--- src/design/led_dim_params.svh ---
`ifndef LED_DIM_PARAMS_SVH
`define LED_DIM_PARAMS_SVH

// register indices; the byte address is four times the index
`define IDX_PWM_CFG          10'h002
`define IDX_GROUP_A_MEMBERS  10'h003
`define IDX_GROUP_B_MEMBERS  10'h004
`define IDX_DRIVER5_PHASE    10'h017
`define IDX_GROUP_BROADCAST  10'h018
`define IDX_DRIVERS_0_TO_2   10'h019

// field positions
`define PHASE_MSB            7
`define PHASE_LSB            0
`define GRP_CODE_MSB         2
`define GRP_CODE_LSB         0
`define GRP_SEL_MSB          5
`define GRP_SEL_LSB          4
`define GRP_SEL_A_BIT        0
`define GRP_SEL_B_BIT        1
`define DRV2_MSB             10
`define DRV2_LSB             8
`define DRV1_MSB             6
`define DRV1_LSB             4
`define DRV0_MSB             2
`define DRV0_LSB             0
`define PERLEN_MSB           3
`define PERLEN_LSB           2
`define MEMBERS_MSB          2
`define MEMBERS_LSB          0

// reset values
`define PHASE5_RESET         16'h0213
`define GRP_SEL_RESET        2'h1
`define PER_CODE_RESET       3'h0
`define PERLEN_RESET         2'h0
`define MEMBERS_RESET        3'h0

// timing
`define PWM_PERIOD_CYCLES    8192
`define LAST_DOUBLING_CODE   3'h5
`define MAX_UPDATE_N_M1      5'h1F

`endif

--- src/design/led_dim_pkg.sv ---
package led_dim_pkg;

    // apb slave phase, one-hot
    typedef enum logic [2:0] {
        ST_IDLE   = 3'b001,
        ST_SETUP  = 3'b010,
        ST_ACCESS = 3'b100
    } apb_state_t;

    // the three driver period codes in combined register order, packed without its spacer bits
    typedef struct packed {
        logic [2:0] drv2;
        logic [2:0] drv1;
        logic [2:0] drv0;
    } period_set_t;

    // group broadcast register contents
    typedef struct packed {
        logic [1:0] sel;
        logic [2:0] code;
    } group_bcast_t;

    // update interval minus one for a period code; codes above 5 saturate at 32
    function automatic logic [4:0] code_to_nm1(input logic [2:0] code);
        logic [5:0] n;
        n = 6'h01;
        if (code > 3'h5) begin
            n = 6'h20;
        end else begin
            n = 6'(6'h01 << code);
        end
        return 5'(n - 6'h01);
    endfunction

endpackage

--- src/design/pwm_period_timer.sv ---
`timescale 1ns/10ps
`default_nettype none
`include "led_dim_params.svh"

module pwm_period_timer #(
    parameter int PERIOD_CYCLES = `PWM_PERIOD_CYCLES
) (
    // clock and reset
    input  wire logic       pclk,
    input  wire logic       presetn,
    // period length selection
    input  wire logic [1:0] period_len,
    // one pulse per pwm period
    output logic            period_tick
);

    logic [13:0] cnt;
    logic [13:0] next_cnt;
    logic        next_tick;
    logic [13:0] limit;

    // period shortened by halving per length code step
    always_comb begin
        limit     = 14'((PERIOD_CYCLES >> period_len) - 1);
        next_cnt  = cnt + 14'h0001;
        next_tick = 1'b0;
        if (cnt >= limit) begin
            next_cnt  = 14'h0000;
            next_tick = 1'b1;
        end
    end

    // counter and tick registers
    always_ff @(posedge pclk or negedge presetn) begin
        if (!presetn) begin
            cnt         <= 14'h0000;
            period_tick <= 1'b0;
        end else begin
            cnt         <= next_cnt;
            period_tick <= next_tick;
        end
    end

    ////////////////////////////////////////////////////////////////////////
    // cycles since the last tick
    logic [13:0] gap;
    always_ff @(posedge pclk or negedge presetn) begin
        if (!presetn) begin
            gap <= 14'h0000;
        end else begin
            gap <= period_tick ? 14'h0001 : gap + 14'h0001;
        end
    end

    // spacing only regular once a whole period ran at one length
    logic [1:0] last_len;
    logic       settled;
    always_ff @(posedge pclk or negedge presetn) begin
        if (!presetn) begin
            last_len <= 2'h0;
            settled  <= 1'b0;
        end else begin
            last_len <= period_len;
            if (period_len != last_len) begin
                settled <= 1'b0;
            end else if (period_tick) begin
                settled <= 1'b1;
            end
        end
    end
endmodule // pwm_period_timer

`default_nettype wire

--- src/design/dim_update_pacer.sv ---
`timescale 1ns/10ps
`default_nettype none
`include "led_dim_params.svh"

module dim_update_pacer (
    // clock and reset
    input  wire logic       pclk,
    input  wire logic       presetn,
    // period tick and this driver's period code
    input  wire logic       period_tick,
    input  wire logic [2:0] code,
    // duty update strobe
    output logic            duty_update
);

    logic [4:0] cnt;
    logic [4:0] next_cnt;
    logic       next_update;
    logic [4:0] nm1;

    always_comb begin
        nm1         = led_dim_pkg::code_to_nm1(code);
        next_cnt    = cnt;
        next_update = 1'b0;
        if (period_tick) begin
            if (cnt >= nm1) begin
                next_cnt    = 5'h00;
                next_update = 1'b1;
            end else begin
                next_cnt = cnt + 5'h01;
            end
        end
    end

    // period counter and strobe
    always_ff @(posedge pclk or negedge presetn) begin
        if (!presetn) begin
            cnt         <= 5'h00;
            duty_update <= 1'b0;
        end else begin
            cnt         <= next_cnt;
            duty_update <= next_update;
        end
    end
endmodule // dim_update_pacer

`default_nettype wire

--- src/design/led_dim_period_phase_regs.sv ---
`timescale 1ns/10ps
`default_nettype none
`include "led_dim_params.svh"

// Function
// - driver 5 phase offset, 8 bits read/write, loads 0x13, the low 8 bits of the printed 0x213, at reset
// - group register write copies its period code to every member driver of the selected groups
// - select bit 0 picks group A, bit 1 group B, both allowed, reset 1
// - group write with zero select is dropped; driver periods unchanged
// - duty updates once every 1,2,4,8,16,32 periods; codes 6,7 give 32
// - pwm period 8192 cycles by default, length set by config bits 3:2
// - combined register holds driver 2, 1, 0 period codes, each reset zero
module led_dim_period_phase_regs #(
    parameter int PERIOD_CYCLES = `PWM_PERIOD_CYCLES
) (
    // clock and reset
    input  wire logic        pclk,
    input  wire logic        presetn,
    // apb slave
    input  wire logic        psel,
    input  wire logic        penable,
    input  wire logic        pwrite,
    input  wire logic [11:0] paddr,
    input  wire logic [31:0] pwdata,
    output logic [31:0]      prdata,
    output logic             pready,
    output logic             pslverr,
    // settings toward the pwm channels
    output logic [7:0]       phase_offset_value,
    output led_dim_pkg::period_set_t drivers_0_to_2_period,
    output logic [1:0]       pwm_period_len,
    // duty update strobes, one per driver
    output logic [2:0]       duty_update
);

    ////////////////////////////////////////////////////////////////////////
    // register state
    led_dim_pkg::apb_state_t   state;
    led_dim_pkg::apb_state_t   next_state;
    led_dim_pkg::group_bcast_t group_period_broadcast;
    led_dim_pkg::group_bcast_t next_bcast;
    led_dim_pkg::period_set_t  next_periods;
    logic [7:0]                next_phase;
    logic [1:0]                next_perlen;
    logic [2:0]                group_a_membership;
    logic [2:0]                next_grpa;
    logic [2:0]                group_b_membership;
    logic [2:0]                next_grpb;
    logic [31:0]               next_prdata;
    logic                      next_err;
    logic                      err;
    logic [9:0]                idx;
    logic                      setup_cyc;
    logic                      wr_take;
    logic [2:0]                members;
    logic [2:0]                code_vec [3];

    assign idx       = paddr[11:2];
    assign setup_cyc = psel && !penable;
    assign wr_take   = psel && penable && pwrite;

    function automatic logic is_mapped(input logic [9:0] a);
        return a == `IDX_PWM_CFG || a == `IDX_GROUP_A_MEMBERS
            || a == `IDX_GROUP_B_MEMBERS || a == `IDX_DRIVER5_PHASE
            || a == `IDX_GROUP_BROADCAST || a == `IDX_DRIVERS_0_TO_2;
    endfunction

    ////////////////////////////////////////////////////////////////////////
    // apb phase tracking
    always_comb begin
        case (state)
            led_dim_pkg::ST_IDLE:   next_state = setup_cyc ? led_dim_pkg::ST_SETUP
                                                           : led_dim_pkg::ST_IDLE;
            led_dim_pkg::ST_SETUP:  next_state = led_dim_pkg::ST_ACCESS;
            led_dim_pkg::ST_ACCESS: next_state = setup_cyc ? led_dim_pkg::ST_SETUP
                                                           : led_dim_pkg::ST_IDLE;
            default:                next_state = led_dim_pkg::ST_IDLE;
        endcase
    end

    // zero wait state; error flagged for unmapped index
    assign pready  = 1'b1;
    assign pslverr = psel && penable && err;

    // read data and error captured in the setup cycle
    always_comb begin
        next_prdata = prdata;
        next_err    = err;
        if (setup_cyc) begin
            next_err    = !is_mapped(idx);
            next_prdata = 32'h0000_0000;
            case (idx)
                `IDX_PWM_CFG:
                    next_prdata[`PERLEN_MSB:`PERLEN_LSB] = pwm_period_len;
                `IDX_GROUP_A_MEMBERS:
                    next_prdata[`MEMBERS_MSB:`MEMBERS_LSB] = group_a_membership;
                `IDX_GROUP_B_MEMBERS:
                    next_prdata[`MEMBERS_MSB:`MEMBERS_LSB] = group_b_membership;
                `IDX_DRIVER5_PHASE:
                    next_prdata[`PHASE_MSB:`PHASE_LSB] = phase_offset_value;
                `IDX_GROUP_BROADCAST: begin
                    next_prdata[`GRP_SEL_MSB:`GRP_SEL_LSB]   = group_period_broadcast.sel;
                    next_prdata[`GRP_CODE_MSB:`GRP_CODE_LSB] = group_period_broadcast.code;
                end
                `IDX_DRIVERS_0_TO_2: begin
                    next_prdata[`DRV2_MSB:`DRV2_LSB] = drivers_0_to_2_period.drv2;
                    next_prdata[`DRV1_MSB:`DRV1_LSB] = drivers_0_to_2_period.drv1;
                    next_prdata[`DRV0_MSB:`DRV0_LSB] = drivers_0_to_2_period.drv0;
                end
                default: next_prdata = 32'h0000_0000;
            endcase
        end
    end

    ////////////////////////////////////////////////////////////////////////
    // group member mask
    assign members = (pwdata[`GRP_SEL_LSB + `GRP_SEL_A_BIT] ? group_a_membership : 3'h0)
                   | (pwdata[`GRP_SEL_LSB + `GRP_SEL_B_BIT] ? group_b_membership : 3'h0);

    // register writes and group broadcast
    always_comb begin
        next_phase   = phase_offset_value;
        next_bcast   = group_period_broadcast;
        next_periods = drivers_0_to_2_period;
        next_perlen  = pwm_period_len;
        next_grpa    = group_a_membership;
        next_grpb    = group_b_membership;
        if (wr_take) begin
            case (idx)
                `IDX_PWM_CFG:
                    next_perlen = pwdata[`PERLEN_MSB:`PERLEN_LSB];
                `IDX_GROUP_A_MEMBERS:
                    next_grpa = pwdata[`MEMBERS_MSB:`MEMBERS_LSB];
                `IDX_GROUP_B_MEMBERS:
                    next_grpb = pwdata[`MEMBERS_MSB:`MEMBERS_LSB];
                `IDX_DRIVER5_PHASE:
                    next_phase = pwdata[`PHASE_MSB:`PHASE_LSB];
                `IDX_GROUP_BROADCAST: begin
                    if (pwdata[`GRP_SEL_MSB:`GRP_SEL_LSB] != 2'h0) begin
                        next_bcast.sel  = pwdata[`GRP_SEL_MSB:`GRP_SEL_LSB];
                        next_bcast.code = pwdata[`GRP_CODE_MSB:`GRP_CODE_LSB];
                    end
                end
                `IDX_DRIVERS_0_TO_2: begin
                    next_periods.drv2 = pwdata[`DRV2_MSB:`DRV2_LSB];
                    next_periods.drv1 = pwdata[`DRV1_MSB:`DRV1_LSB];
                    next_periods.drv0 = pwdata[`DRV0_MSB:`DRV0_LSB];
                end
                default: next_phase = phase_offset_value;
            endcase
            if (idx == `IDX_GROUP_BROADCAST
                && pwdata[`GRP_SEL_MSB:`GRP_SEL_LSB] != 2'h0) begin
                if (members[0]) next_periods.drv0 = pwdata[`GRP_CODE_MSB:`GRP_CODE_LSB];
                if (members[1]) next_periods.drv1 = pwdata[`GRP_CODE_MSB:`GRP_CODE_LSB];
                if (members[2]) next_periods.drv2 = pwdata[`GRP_CODE_MSB:`GRP_CODE_LSB];
            end
        end
    end

    always_ff @(posedge pclk or negedge presetn) begin
        if (!presetn) begin
            state                  <= led_dim_pkg::ST_IDLE;
            prdata                 <= 32'h0000_0000;
            err                    <= 1'b0;
            phase_offset_value     <= 8'(`PHASE5_RESET);
            group_period_broadcast <= '{sel: `GRP_SEL_RESET, code: `PER_CODE_RESET};
            drivers_0_to_2_period  <= '{drv2: `PER_CODE_RESET, drv1: `PER_CODE_RESET,
                                        drv0: `PER_CODE_RESET};
            pwm_period_len         <= `PERLEN_RESET;
            group_a_membership     <= `MEMBERS_RESET;
            group_b_membership     <= `MEMBERS_RESET;
        end else begin
            state                  <= next_state;
            prdata                 <= next_prdata;
            err                    <= next_err;
            phase_offset_value     <= next_phase;
            group_period_broadcast <= next_bcast;
            drivers_0_to_2_period  <= next_periods;
            pwm_period_len         <= next_perlen;
            group_a_membership     <= next_grpa;
            group_b_membership     <= next_grpb;
        end
    end

    ////////////////////////////////////////////////////////////////////////
    // period timer
    logic period_tick;
    pwm_period_timer #(
        .PERIOD_CYCLES (PERIOD_CYCLES)
    ) u_timer (
        .pclk        (pclk),
        .presetn     (presetn),
        .period_len  (pwm_period_len),
        .period_tick (period_tick)
    );

    assign code_vec[0] = drivers_0_to_2_period.drv0;
    assign code_vec[1] = drivers_0_to_2_period.drv1;
    assign code_vec[2] = drivers_0_to_2_period.drv2;

    for (genvar i = 0; i < 3; i++) begin : g_pacer
        dim_update_pacer u_pacer (
            .pclk        (pclk),
            .presetn     (presetn),
            .period_tick (period_tick),
            .code        (code_vec[i]),
            .duty_update (duty_update[i])
        );
    end
endmodule // led_dim_period_phase_regs

`default_nettype wire

--- config.mk ---
export PLATFORM = sky130hd
export DESIGN_NAME = led_dim_period_phase_regs
export DESIGN_NICKNAME = d
export VERILOG_FILES = /design/src/design/led_dim_pkg.sv /design/src/design/pwm_period_timer.sv /design/src/design/dim_update_pacer.sv /design/src/design/led_dim_period_phase_regs.sv
export VERILOG_INCLUDE_DIRS = /design/src /design/src/design
export SDC_FILE = /design/constraint.sdc
export NUM_CORES = 1
export LEC_CHECK = 0
export ABC_CLOCK_PERIOD_IN_PS = 3000
export BUFFER_PORTS_ARGS = -buffer_cell sky130_fd_sc_hd__buf_2
export CORE_MARGIN = 2
export CORE_UTILIZATION = 32
export CTS_CLUSTER_DIAMETER = 60
export DETAILED_ROUTE_END_ITERATION = 7
export PLACE_DENSITY = 0.62
export SYNTH_ARGS = -nofsm -noshare
export SYNTH_HDL_FRONTEND = slang
export SYNTH_HIERARCHICAL = 1
export SYNTH_SLANG_ARGS = --single-unit
--- constraint.sdc ---
create_clock -name pclk -period 3 [get_ports pclk]
set_clock_uncertainty 0.15 [all_clocks]
set_input_delay 0.6 -clock pclk [delete_from_list [all_inputs] [get_ports pclk]]
set_output_delay 0.6 -clock pclk [all_outputs]
set_load 0.02 [all_outputs]
==> results of run 1 <==
-- flip-flops by register name (all words and copies together) (netlist names) --
signal	flops
g_pacer.u_pacer/duty_update	3
g_pacer.u_pacer/cnt	15
phase_offset_value	8
group_a_membership	3
drivers_0_to_2_period	9
pwm_period_len	2
u_timer/period_tick	1
u_timer/cnt	14
group_period_broadcast	5
err	1
group_b_membership	3
prdata	11
-- worst max path at each step --
stage	from	end	slack (ns)	cells after the start
floorplan	drivers_0_to_2_period[7]$_DFFE_PN0P_	g_pacer[2].u_pacer/duty_update$_DFF_PN0_	0.43	8
global placement	paddr[7]	group_period_broadcast[1]$_DFFE_PN0P_	0.33	5
detailed placement	paddr[7]	group_period_broadcast[1]$_DFFE_PN0P_	0.29	5
CTS	drivers_0_to_2_period[0]$_DFFE_PN0P_	g_pacer[0].u_pacer/duty_update$_DFF_PN0_	0.30	8
global route	drivers_0_to_2_period[1]$_DFFE_PN0P_	g_pacer[0].u_pacer/duty_update$_DFF_PN0_	0.15	8
finish	drivers_0_to_2_period[0]$_DFFE_PN0P_	g_pacer[0].u_pacer/duty_update$_DFF_PN0_	0.32	8
-- cells by family after synthesis --
| logic type | Yosys count | share of synthesized area [%] |
|---|---|---|
| adder cells (fa/ha/maj) | 26 | 7.33 |
| multiplexers | 25 | 6.26 |
| AO/OA/AOI/OAI | 88 | 14.0 |
| AND/OR/NAND/NOR | 147 | 18.5 |
| XOR/XNOR | 20 | 3.95 |
| buffers and inverters | 59 | 7.28 |
| other | 3 | 0.254 |
| flip-flops | 75 | 42.4 |
-- cell usage in the layout, fill, tap and decap left out, types with 8 or more instances in the layout --
cell       count
nand2b_1       8
dfrtp_1       71
o21ai_0       18
nand3_1       16
buf_4          9
or3_1         10
inv_1         24
a21oi_1       14
nor2_1        28
conb_1        23
xor2_1        14
o211ai_1       8
clkbuf_16      9
ha_1          26
mux2_2        22
nor3_1        14
nand2_1       32
buf_2         58
-- power breakdown --
group / internal, uW / total, uW / switching (uW) / leakage, uW
clock: 650 / 1050 / 403 / 0.000146
sequential: 1020 / 1030 / 5.83 / 0.000993
combinational: 36.3 / 141 / 105 / 0.00135
-- final cells by class --
cell class / count / area (sq um)
Inverter: 24 / 90.1
Timing Repair Buffer: 67 / 358
Sequential cell: 75 / 1880
Antenna cell: 1 / 2.50
Clock inverter: 1 / 5.00
Tap cell: 180 / 225
Multi-Input combinational cell: 329 / 2310
Clock buffer: 15 / 288
Fill cell: 1392 / 8560
-- critical path, cell delays in order, from the launching register on --
cell      delay, ns
dfrtp_1        0.45
or3_1          0.41
ha_1           0.25
xor2_1         0.18
ha_1           0.29
a211o_1        0.26
a31oi_1        0.25
o21bai_2       0.16
and2_1         0.18
-- metal layers --
metal	GRT usage [%]	vias up	wire, um
met5	0	-	11
met4	3.74	2	62
met3	4.17	10	513
met2	23.0	80	4820
met1	18.1	1705	4730
li1	-	1678	-
-- per-stage QoR --
stage               util (%)  area [sq um]  worst slack [ns]  hold slack, ns  power, uW
finish                  37.6          5160             0.317           0.271       2220
global route            37.6          5150             0.152           0.343       2310
floorplan                  -          4510             0.431           0.154       1140
CTS                     37.6          5150             0.304           0.321       2250
global placement        35.4          4860             0.334           0.300       1180
detailed placement      35.4          4860             0.291           0.314       1190
==> impl_metrics.env, run 1 <==
export IMPL_run_status="completed"
export IMPL_place_inst=675
export IMPL_ctsLongestPathBuffers=2
export IMPL_async_flop_share_pct=100
export IMPL_io_buffers=59
export IMPL_synthTopCellsByArea="dfrtp_1, ha_1, mux2_2"
export IMPL_endpoint_kind="flop"
export IMPL_max_freq_mhz=373
export IMPL_start_kind="flop"
export IMPL_grt_pass1_vias=3386
export IMPL_power_density_nw_per_um2=430
export IMPL_cts_tree="yes"
export IMPL_final_max_slew_viol_count=0
export IMPL_syn_cell_area_sq_um=4440
export IMPL_slew_headroom_pct=35.6
export IMPL_rows=43
export IMPL_ir_drop_v=0.000256
export IMPL_drc_errors=0
export IMPL_setup_tns_ns=0
export IMPL_finalWeightedCongestion=0.876
export IMPL_io_pins=105
export IMPL_crit_arrival_ns=2.75
export IMPL_clockRootBuffer="clkbuf_16"
export IMPL_initial_utilization_pct=32.3
export IMPL_cts_sinks=75
export IMPL_wl_per_cell_um=14.7
export IMPL_grt_pass1_wl_mm=16.5
export IMPL_fp_dieW_um=122
export IMPL_setup_viol=0
export IMPL_cts_repair_resized=0
export IMPL_core_sq_um=13700
export IMPL_worstMarginPinSlew_ns=0.966
export IMPL_htreeDepth=3
export IMPL_synth_most_common_cell="dfrtp_1"
export IMPL_wirelength_mm=10.1
export IMPL_fin_crit_sh_pct=89.4
export IMPL_dr_total_vias=3475
export IMPL_yosysUniqueCellTypes=62
export IMPL_post_cts_buffers=0
export IMPL_areaGrowthSynthToFinish_pct=16.2
export IMPL_clk_pin_slew_ns=0.06
export IMPL_dieArea_sq_um=14800
export IMPL_yosys_warnings=6
export IMPL_synthCells=443
export IMPL_stdcell_count=692
export IMPL_regToRegSetupSlack_ns=0.32
export IMPL_r2r_end="g_pacer[0].u_pacer/duty_update$_DFF_PN0_"
export IMPL_antenna_found_initial=2
export IMPL_min_period_ns=2.68
export IMPL_cts_made_buffers=9
export IMPL_worst_path_max_fanout=8
export IMPL_ys_ff_latch=75
export IMPL_grt_max_degree=76
export IMPL_via_per_inst=5.02
export IMPL_grtUsageTotal_pct=14.0
export IMPL_leakage_uw=0.00249
export IMPL_fin_nets=581
export IMPL_synthTopCellsByCount="dfrtp_1, nand2_1, nor2_1, ha_1, inv_1"
export IMPL_rsz0062_at_grt="no"
export IMPL_crit_type="reg -> reg"
export IMPL_yosysTopAreaCell="dfrtp_1"
export IMPL_hold_viol=0
export IMPL_drive_above_1_share_pct=24.5
export IMPL_syn_avg_cell_area_sq_um=10.0
export IMPL_drt_iter0_markers=148
export IMPL_ys_flop_type="dfrtp_1"
export IMPL_worst_r2r_startpoint="drivers_0_to_2_period[0]$_DFFE_PN0P_"
export IMPL_die_h_um=122
export IMPL_dr_pass1_iters=6
export IMPL_synth_edf_count=0
export IMPL_grt_overflow=0
export IMPL_synth_top_area_share_pct=40.1
export IMPL_final_antenna_net_count=0
export IMPL_worstRegToRegCells=8
export IMPL_cp_required_ns=3.07
export IMPL_dp_hpwl_mm=7.50
export IMPL_insertion_delay_ns=0.34
export IMPL_ctsHoldBuffers=0
export IMPL_synth_seq_area_share_pct=42.4
export IMPL_hold_path_class="in -> async"
export IMPL_drv_cap=0
(Power assumes the default switching activity.)
==> inputs of run 2 (changes only) <==
--- a/config.mk
+++ b/config.mk
@@ -12,7 +12,6 @@
 export CORE_UTILIZATION = 32
 export CTS_CLUSTER_DIAMETER = 60
 export DETAILED_ROUTE_END_ITERATION = 7
-export PLACE_DENSITY = 0.62
 export SYNTH_ARGS = -nofsm -noshare
 export SYNTH_HDL_FRONTEND = slang
 export SYNTH_HIERARCHICAL = 1
==> impl_metrics.env, run 2 (synthesized netlist as in run 1, its figures left out) <==
export IMPL_run_status="completed"
export IMPL_num_fill_cells=1360
export IMPL_worstRegToRegCells=8
export IMPL_pwr_share_seq_pct=43.4
export IMPL_regMostFlops="g_pacer.u_pacer/cnt"
export IMPL_worst_path_most_repeated_cell="ha_1"
export IMPL_clockRootBuffer="clkbuf_16"
export IMPL_io_pins=105
export IMPL_startpoint="drivers_0_to_2_period[7]$_DFFE_PN0P_"
export IMPL_worst_r2r_startpoint="drivers_0_to_2_period[7]$_DFFE_PN0P_"
export IMPL_io_buffers=59
export IMPL_layout_common_cells="dfrtp_1, buf_2, nand2_1, nor2_1, ha_1"
export IMPL_rsz0062_at_grt="no"
export IMPL_p_int_uw=1830
export IMPL_wl_per_cell_um=14.8
export IMPL_antenna_found_initial=1
export IMPL_rows=43
export IMPL_die_h_um=122
export IMPL_crit_chain="or3_1 > ha_1 > xor2_1 > ha_1 > a211o_1 > a31oi_1 > o21bai_2 > and2_1"
export IMPL_htreeDepth=3
export IMPL_setup_tns_ns=0
export IMPL_finalWeightedCongestion=0.859
export IMPL_final_antenna_net_count=0
export IMPL_ctsHoldBuffers=0
export IMPL_slew_headroom_pct=35.5
export IMPL_endpoint_kind="flop"
export IMPL_cts_tree="yes"
export IMPL_p_sw_share_pct=22.7
export IMPL_fin_crit_sh_pct=90.8
export IMPL_post_cts_buffers=0
export IMPL_start_kind="flop"
export IMPL_ir_drop_v=0.000273
export IMPL_crit_arrival_ns=2.80
export IMPL_max_stage_delay_ns=0.45
export IMPL_worstMarginPinSlew_ns=0.967
export IMPL_drive_above_1_share_pct=25.3
export IMPL_cts_repair_resized=0
export IMPL_hold_viol=0
export IMPL_grt_pass1_vias=3402
export IMPL_insertion_delay_ns=0.34
export IMPL_dieArea_sq_um=14800
export IMPL_worst_path_max_fanout=7
export IMPL_max_freq_mhz=367
export IMPL_reg_top3="g_pacer.u_pacer/cnt x15, u_timer/cnt x14, prdata x11"
export IMPL_drc_errors=0
export IMPL_core_sq_um=13700
export IMPL_dr_pass1_iters=4
export IMPL_grt_overflow=0
export IMPL_pwr_share_comb_pct=6.0
export IMPL_switching_power_uw=535
export IMPL_fp_dieW_um=122
export IMPL_final_max_slew_viol_count=0
export IMPL_r2r_end="g_pacer[2].u_pacer/duty_update$_DFF_PN0_"
export IMPL_layout_commonest_cell="dfrtp_1"
export IMPL_regToRegSetupSlack_ns=0.28
export IMPL_drv_cap=0
export IMPL_dp_hpwl_mm=7.46
export IMPL_power_density_nw_per_um2=453
export IMPL_cts_sinks=75
export IMPL_fin_nets=584
export IMPL_crit_type="reg -> reg"
export IMPL_wirelength_mm=10.3
export IMPL_grtUsageTotal_pct=14.6
export IMPL_cp_endpoint="g_pacer[2].u_pacer/duty_update$_DFF_PN0_"
export IMPL_dr_total_vias=3515
export IMPL_hold_path_class="in -> async"
export IMPL_grt_max_degree=76
export IMPL_power_frac_clock_pct=50.6
export IMPL_clk_pin_slew_ns=0.06
export IMPL_setup_viol=0
export IMPL_cts_made_buffers=9
export IMPL_slowest_stage="dfrtp_1"
export IMPL_drt_iter0_markers=246
export IMPL_ctsLongestPathBuffers=2
export IMPL_initial_utilization_pct=32.3
export IMPL_min_period_ns=2.72
export IMPL_grt_pass1_wl_mm=17.0
export IMPL_postLayoutCoreUtil_pct=38.0
export IMPL_largest_register_ffs=15
export IMPL_leakage_uw=0.00252
export IMPL_areaGrowthSynthToFinish_pct=17.5
export IMPL_via_per_inst=5.06
export IMPL_cp_required_ns=3.08
run 2: cell count changes in the layout (fill, tap and decap cells not counted), sizes merged:
cell / before / now
clkbuf: 15 / 11
buf: 67 / 70
bufinv: 0 / 2
clkinv: 1 / 3
run 2: layer usage:
metal  global-route usage [%]  routed length, um
met5                        0                  0
met4                     3.02                 54
met3                     4.40                559
met2                     24.4               5060
met1                     18.6               4600
run 2: critical path, delay by kind of cell, from the launching register on:
kind | cells | cell delay [ns]
adder cells (fa/ha/maj) | 2 | 0.54
XOR/XNOR | 1 | 0.18
AO/OA/AOI/OAI | 3 | 0.68
AND/OR/NAND/NOR | 2 | 0.60
flip-flops | 1 | 0.45
run 2: per-stage QoR:
stage / total power [uW] / setup WS [ns] / cell area (sq um) / hold slack [ns] / std cells
final: 2360 / 0.275 / 5210 / 0.272 / 695
after global routing: 2440 / 0.172 / 5210 / 0.351 / 694
after CTS: 2380 / 0.283 / 5210 / 0.312 / 694
after detailed placement: 1190 / 0.308 / 4880 / 0.321 / 678
after global placement: 1180 / 0.334 / 4880 / 0.302 / 678
after floorplan: 1140 / 0.431 / 4510 / 0.154 / 463
run 2: power groups by stage:
stage	Combinational (uW)	Clock, uW	Sequential (uW)
final	142	1190	1020
after global routing	159	1250	1030
after CTS	144	1220	1020
after detailed placement	143	0	1040
after global placement	141	0	1040
after floorplan	90.7	0	1050
run 2: cell type report:
type                            count  area [sq um]  share of cell area (%)
Antenna cell                        1          2.50                  0.0480
Tap cell                          180           225                    4.32
Clock buffer                       11           253                    4.85
Sequential cell                    75          1880                    36.1
Multi-Input combinational cell    329          2310                    44.2
Timing Repair Buffer               70           380                    7.30
Clock inverter                      5          75.1                    1.44
Inverter                           24          90.1                    1.73
run 2: worst min-delay path by stage:
stage / slack, ns / start / endpoint
after floorplan: 0.15 / presetn / drivers_0_to_2_period[0]$_DFFE_PN0P_
after global placement: 0.30 / prdata[7]$_DFFE_PN0P_ / prdata[7]$_DFFE_PN0P_
after detailed placement: 0.32 / prdata[7]$_DFFE_PN0P_ / prdata[7]$_DFFE_PN0P_
after CTS: 0.31 / presetn / u_timer/cnt[5]$_DFF_PN0_
after global routing: 0.35 / presetn / pwm_period_len[1]$_DFFE_PN0P_
final: 0.27 / presetn / pwm_period_len[1]$_DFFE_PN0P_
==> inputs of run 3 (changes only) <==
--- a/config.mk
+++ b/config.mk
@@ -6,6 +6,7 @@
 export SDC_FILE = /design/constraint.sdc
 export NUM_CORES = 1
 export LEC_CHECK = 0
+export ABC_AREA = 1
 export ABC_CLOCK_PERIOD_IN_PS = 3000
 export BUFFER_PORTS_ARGS = -buffer_cell sky130_fd_sc_hd__buf_2
 export CORE_MARGIN = 2
==> impl_metrics.env, run 3 <==
export IMPL_run_status="completed"
export IMPL_grt_pass1_vias=3755
export IMPL_crit_arrival_ns=2.39
export IMPL_cts_tree="yes"
export IMPL_final_cell_area_sq_um=5560
export IMPL_regMostFlops="g_pacer.u_pacer/cnt"
export IMPL_yosysTopAreaCell="dfrtp_1"
export IMPL_path_delay_family="compound AO/OA/AOI/OAI gates"
export IMPL_grt_pass1_wl_mm=18.4
export IMPL_wl_per_cell_um=12.5
export IMPL_fin_crit_sh_pct=76.5
export IMPL_place_inst=856
export IMPL_syn_avg_cell_area_sq_um=7.82
export IMPL_rsz0062_at_grt="no"
export IMPL_synth_most_common_cell="nand2_1"
export IMPL_worst_r2r_startpoint="drivers_0_to_2_period[8]$_DFFE_PN0P_"
export IMPL_cts_made_buffers=9
export IMPL_synth_seq_area_share_pct=38.8
export IMPL_leakage_uw=0.00294
export IMPL_slowest_stage="dfrtp_1"
export IMPL_ys_ff_latch=75
export IMPL_dr_pass1_iters=5
export IMPL_clk_pin_slew_ns=0.06
export IMPL_drt_iter0_markers=188
export IMPL_drive_above_1_share_pct=17.2
export IMPL_areaGrowthSynthToFinish_pct=14.7
export IMPL_stdcell_count=872
export IMPL_max_stage_delay_ns=0.45
export IMPL_min_period_ns=2.30
export IMPL_register_area_sq_um=1880
export IMPL_worstMarginPinSlew_ns=0.975
export IMPL_synth_top_area_share_pct=36.7
export IMPL_crit_chain="inv_1 > nand3_1 > ha_1 > o21ai_0 > xnor2_1 > ha_1 > a21oi_1 > nand3_2 > a21oi_1"
export IMPL_rows=44
export IMPL_reg_top3="g_pacer.u_pacer/cnt x15, u_timer/cnt x14, prdata x11"
export IMPL_synthTopCellsByArea="dfrtp_1, nand2_1, nand3_1"
export IMPL_layout_commonest_cell="nand2_1"
export IMPL_largest_register_ffs=15
export IMPL_syn_cell_area_sq_um=4850
export IMPL_crit_type="reg -> reg"
export IMPL_fin_nets=758
export IMPL_wirelength_mm=10.9
export IMPL_core_sq_um=14600
export IMPL_postPlaceCellArea_sq_um=5230
export IMPL_hold_viol=0
export IMPL_synthTopCellsByCount="nand2_1, inv_1, dfrtp_1, nand3_1, nor2_1"
export IMPL_power_density_nw_per_um2=428
export IMPL_initial_utilization_pct=33.1
export IMPL_ir_drop_v=0.000472
export IMPL_endpoint_kind="flop"
export IMPL_worst_path_max_fanout=6
export IMPL_fp_dieW_um=127
export IMPL_final_max_slew_viol_count=0
export IMPL_htreeDepth=3
export IMPL_drv_cap=0
export IMPL_antenna_found_initial=0
export IMPL_startpoint="drivers_0_to_2_period[8]$_DFFE_PN0P_"
export IMPL_n_antenna_cell=0
export IMPL_setup_tns_ns=0
export IMPL_cts_repair_resized=0
export IMPL_multiInputGateArea_sq_um=2470
export IMPL_dieArea_sq_um=16100
export IMPL_dp_hpwl_mm=8.24
export IMPL_die_h_um=127
export IMPL_grt_overflow=0
export IMPL_layout_common_cells="nand2_1, inv_1, dfrtp_1, nand3_1, buf_2"
export IMPL_async_flop_share_pct=100
export IMPL_grtUsageTotal_pct=14.1
export IMPL_grt_max_degree=76
export IMPL_start_kind="flop"
export IMPL_ys_flop_type="dfrtp_1"
export IMPL_slew_headroom_pct=35.0
export IMPL_dr_total_vias=3986
export IMPL_via_per_inst=4.57
export IMPL_insertion_delay_ns=0.34
export IMPL_post_cts_buffers=0
export IMPL_hold_path_class="in -> async"
export IMPL_max_freq_mhz=436
export IMPL_cts_sinks=75
export IMPL_io_pins=105
export IMPL_io_buffers=59
export IMPL_final_antenna_net_count=0
export IMPL_setup_viol=0
export IMPL_crit_buf_inv=1
export IMPL_num_fill_cells=1549
export IMPL_ctsHoldBuffers=0
export IMPL_cp_required_ns=3.10
export IMPL_drc_errors=0
export IMPL_clockRootBuffer="clkbuf_16"
export IMPL_finalWeightedCongestion=0.844
export IMPL_synth_edf_count=0
export IMPL_yosysUniqueCellTypes=35
export IMPL_ctsLongestPathBuffers=2
export IMPL_synthCells=620
export IMPL_yosys_warnings=6
## run 3: worst reg2reg max path: stages, from the launching register on
cell and delay [ns]:
dfrtp_1 0.45, inv_1 0.15, nand3_1 0.13, ha_1 0.22, o21ai_0 0.10, xnor2_1 0.16
ha_1 0.27, a21oi_1 0.23, nand3_2 0.18, a21oi_1 0.18
## run 3: metal layers
metal	track usage, %	routed length (um)	vias up
li1	-	-	2080
met1	20.1	5520	1808
met2	21.8	4790	90
met3	3.31	505	8
met4	3.43	83	0
met5	0	0	-
## run 3: report_power, final
| part | switching [uW] | internal (uW) | total (uW) |
|---|---|---|---|
| Combinational | 129 | 42.5 | 172 |
| Sequential | 7.50 | 1020 | 1030 |
| Clock | 408 | 769 | 1180 |
| Total | 544 | 1840 | 2380 |
## run 3: per-stage QoR
| step | utilization (%) | worst slack (ns) | total power, uW | hold WS (ns) |
|---|---|---|---|---|
| floorplan | - | 0.910 | 1170 | 0.154 |
| global placement | 35.7 | 0.741 | 1220 | 0.322 |
| detailed placement | 35.7 | 0.727 | 1220 | 0.325 |
| CTS | 38.0 | 0.708 | 2410 | 0.323 |
| global route | 38.0 | 0.489 | 2480 | 0.350 |
| finish | 38.0 | 0.705 | 2380 | 0.257 |
## run 3: worst paths after layout
kind	endpoint	slack [ns]	cells past startpoint
worst min register to register	u_timer/cnt[0]$_DFF_PN0_	0.33	1
max in group asynchronous	g_pacer[1].u_pacer/cnt[2]$_DFFE_PN0P_	1.80	1
worst max register to register	g_pacer[2].u_pacer/cnt[1]$_DFFE_PN0P_	0.70	9
min in group pclk	u_timer/cnt[0]$_DFF_PN0_	0.33	1
worst max-delay path	g_pacer[2].u_pacer/cnt[1]$_DFFE_PN0P_	0.70	9
worst min-delay path	prdata[1]$_DFFE_PN0P_	0.26	1
## run 3: kinds of logic (layout without fill, tap and decap cells)
group | Yosys count | after routing | share of synthesized area (%)
AOI/OAI and AO/OA | 55 | 55 | 7.10
xor gates and xnor gates | 19 | 19 | 3.43
adders and majority gates | 26 | 26 | 6.71
buffers and inverters | 113 | 161 | 11.7
DFF | 75 | 75 | 38.8
muxes | 3 | 3 | 0.620
other | 3 | 23 | 0.232
and+or+nand+nor | 326 | 326 | 31.4
## run 3: cell type report
cell class | instances | share of cell area, %
Multi-Input combinational cell | 452 | 44.5
Clock inverter | 5 | 1.35
Clock buffer | 11 | 4.55
Inverter | 79 | 5.33
Timing Repair Buffer | 66 | 6.30
Tap cell | 184 | 4.14
Sequential cell | 75 | 33.9
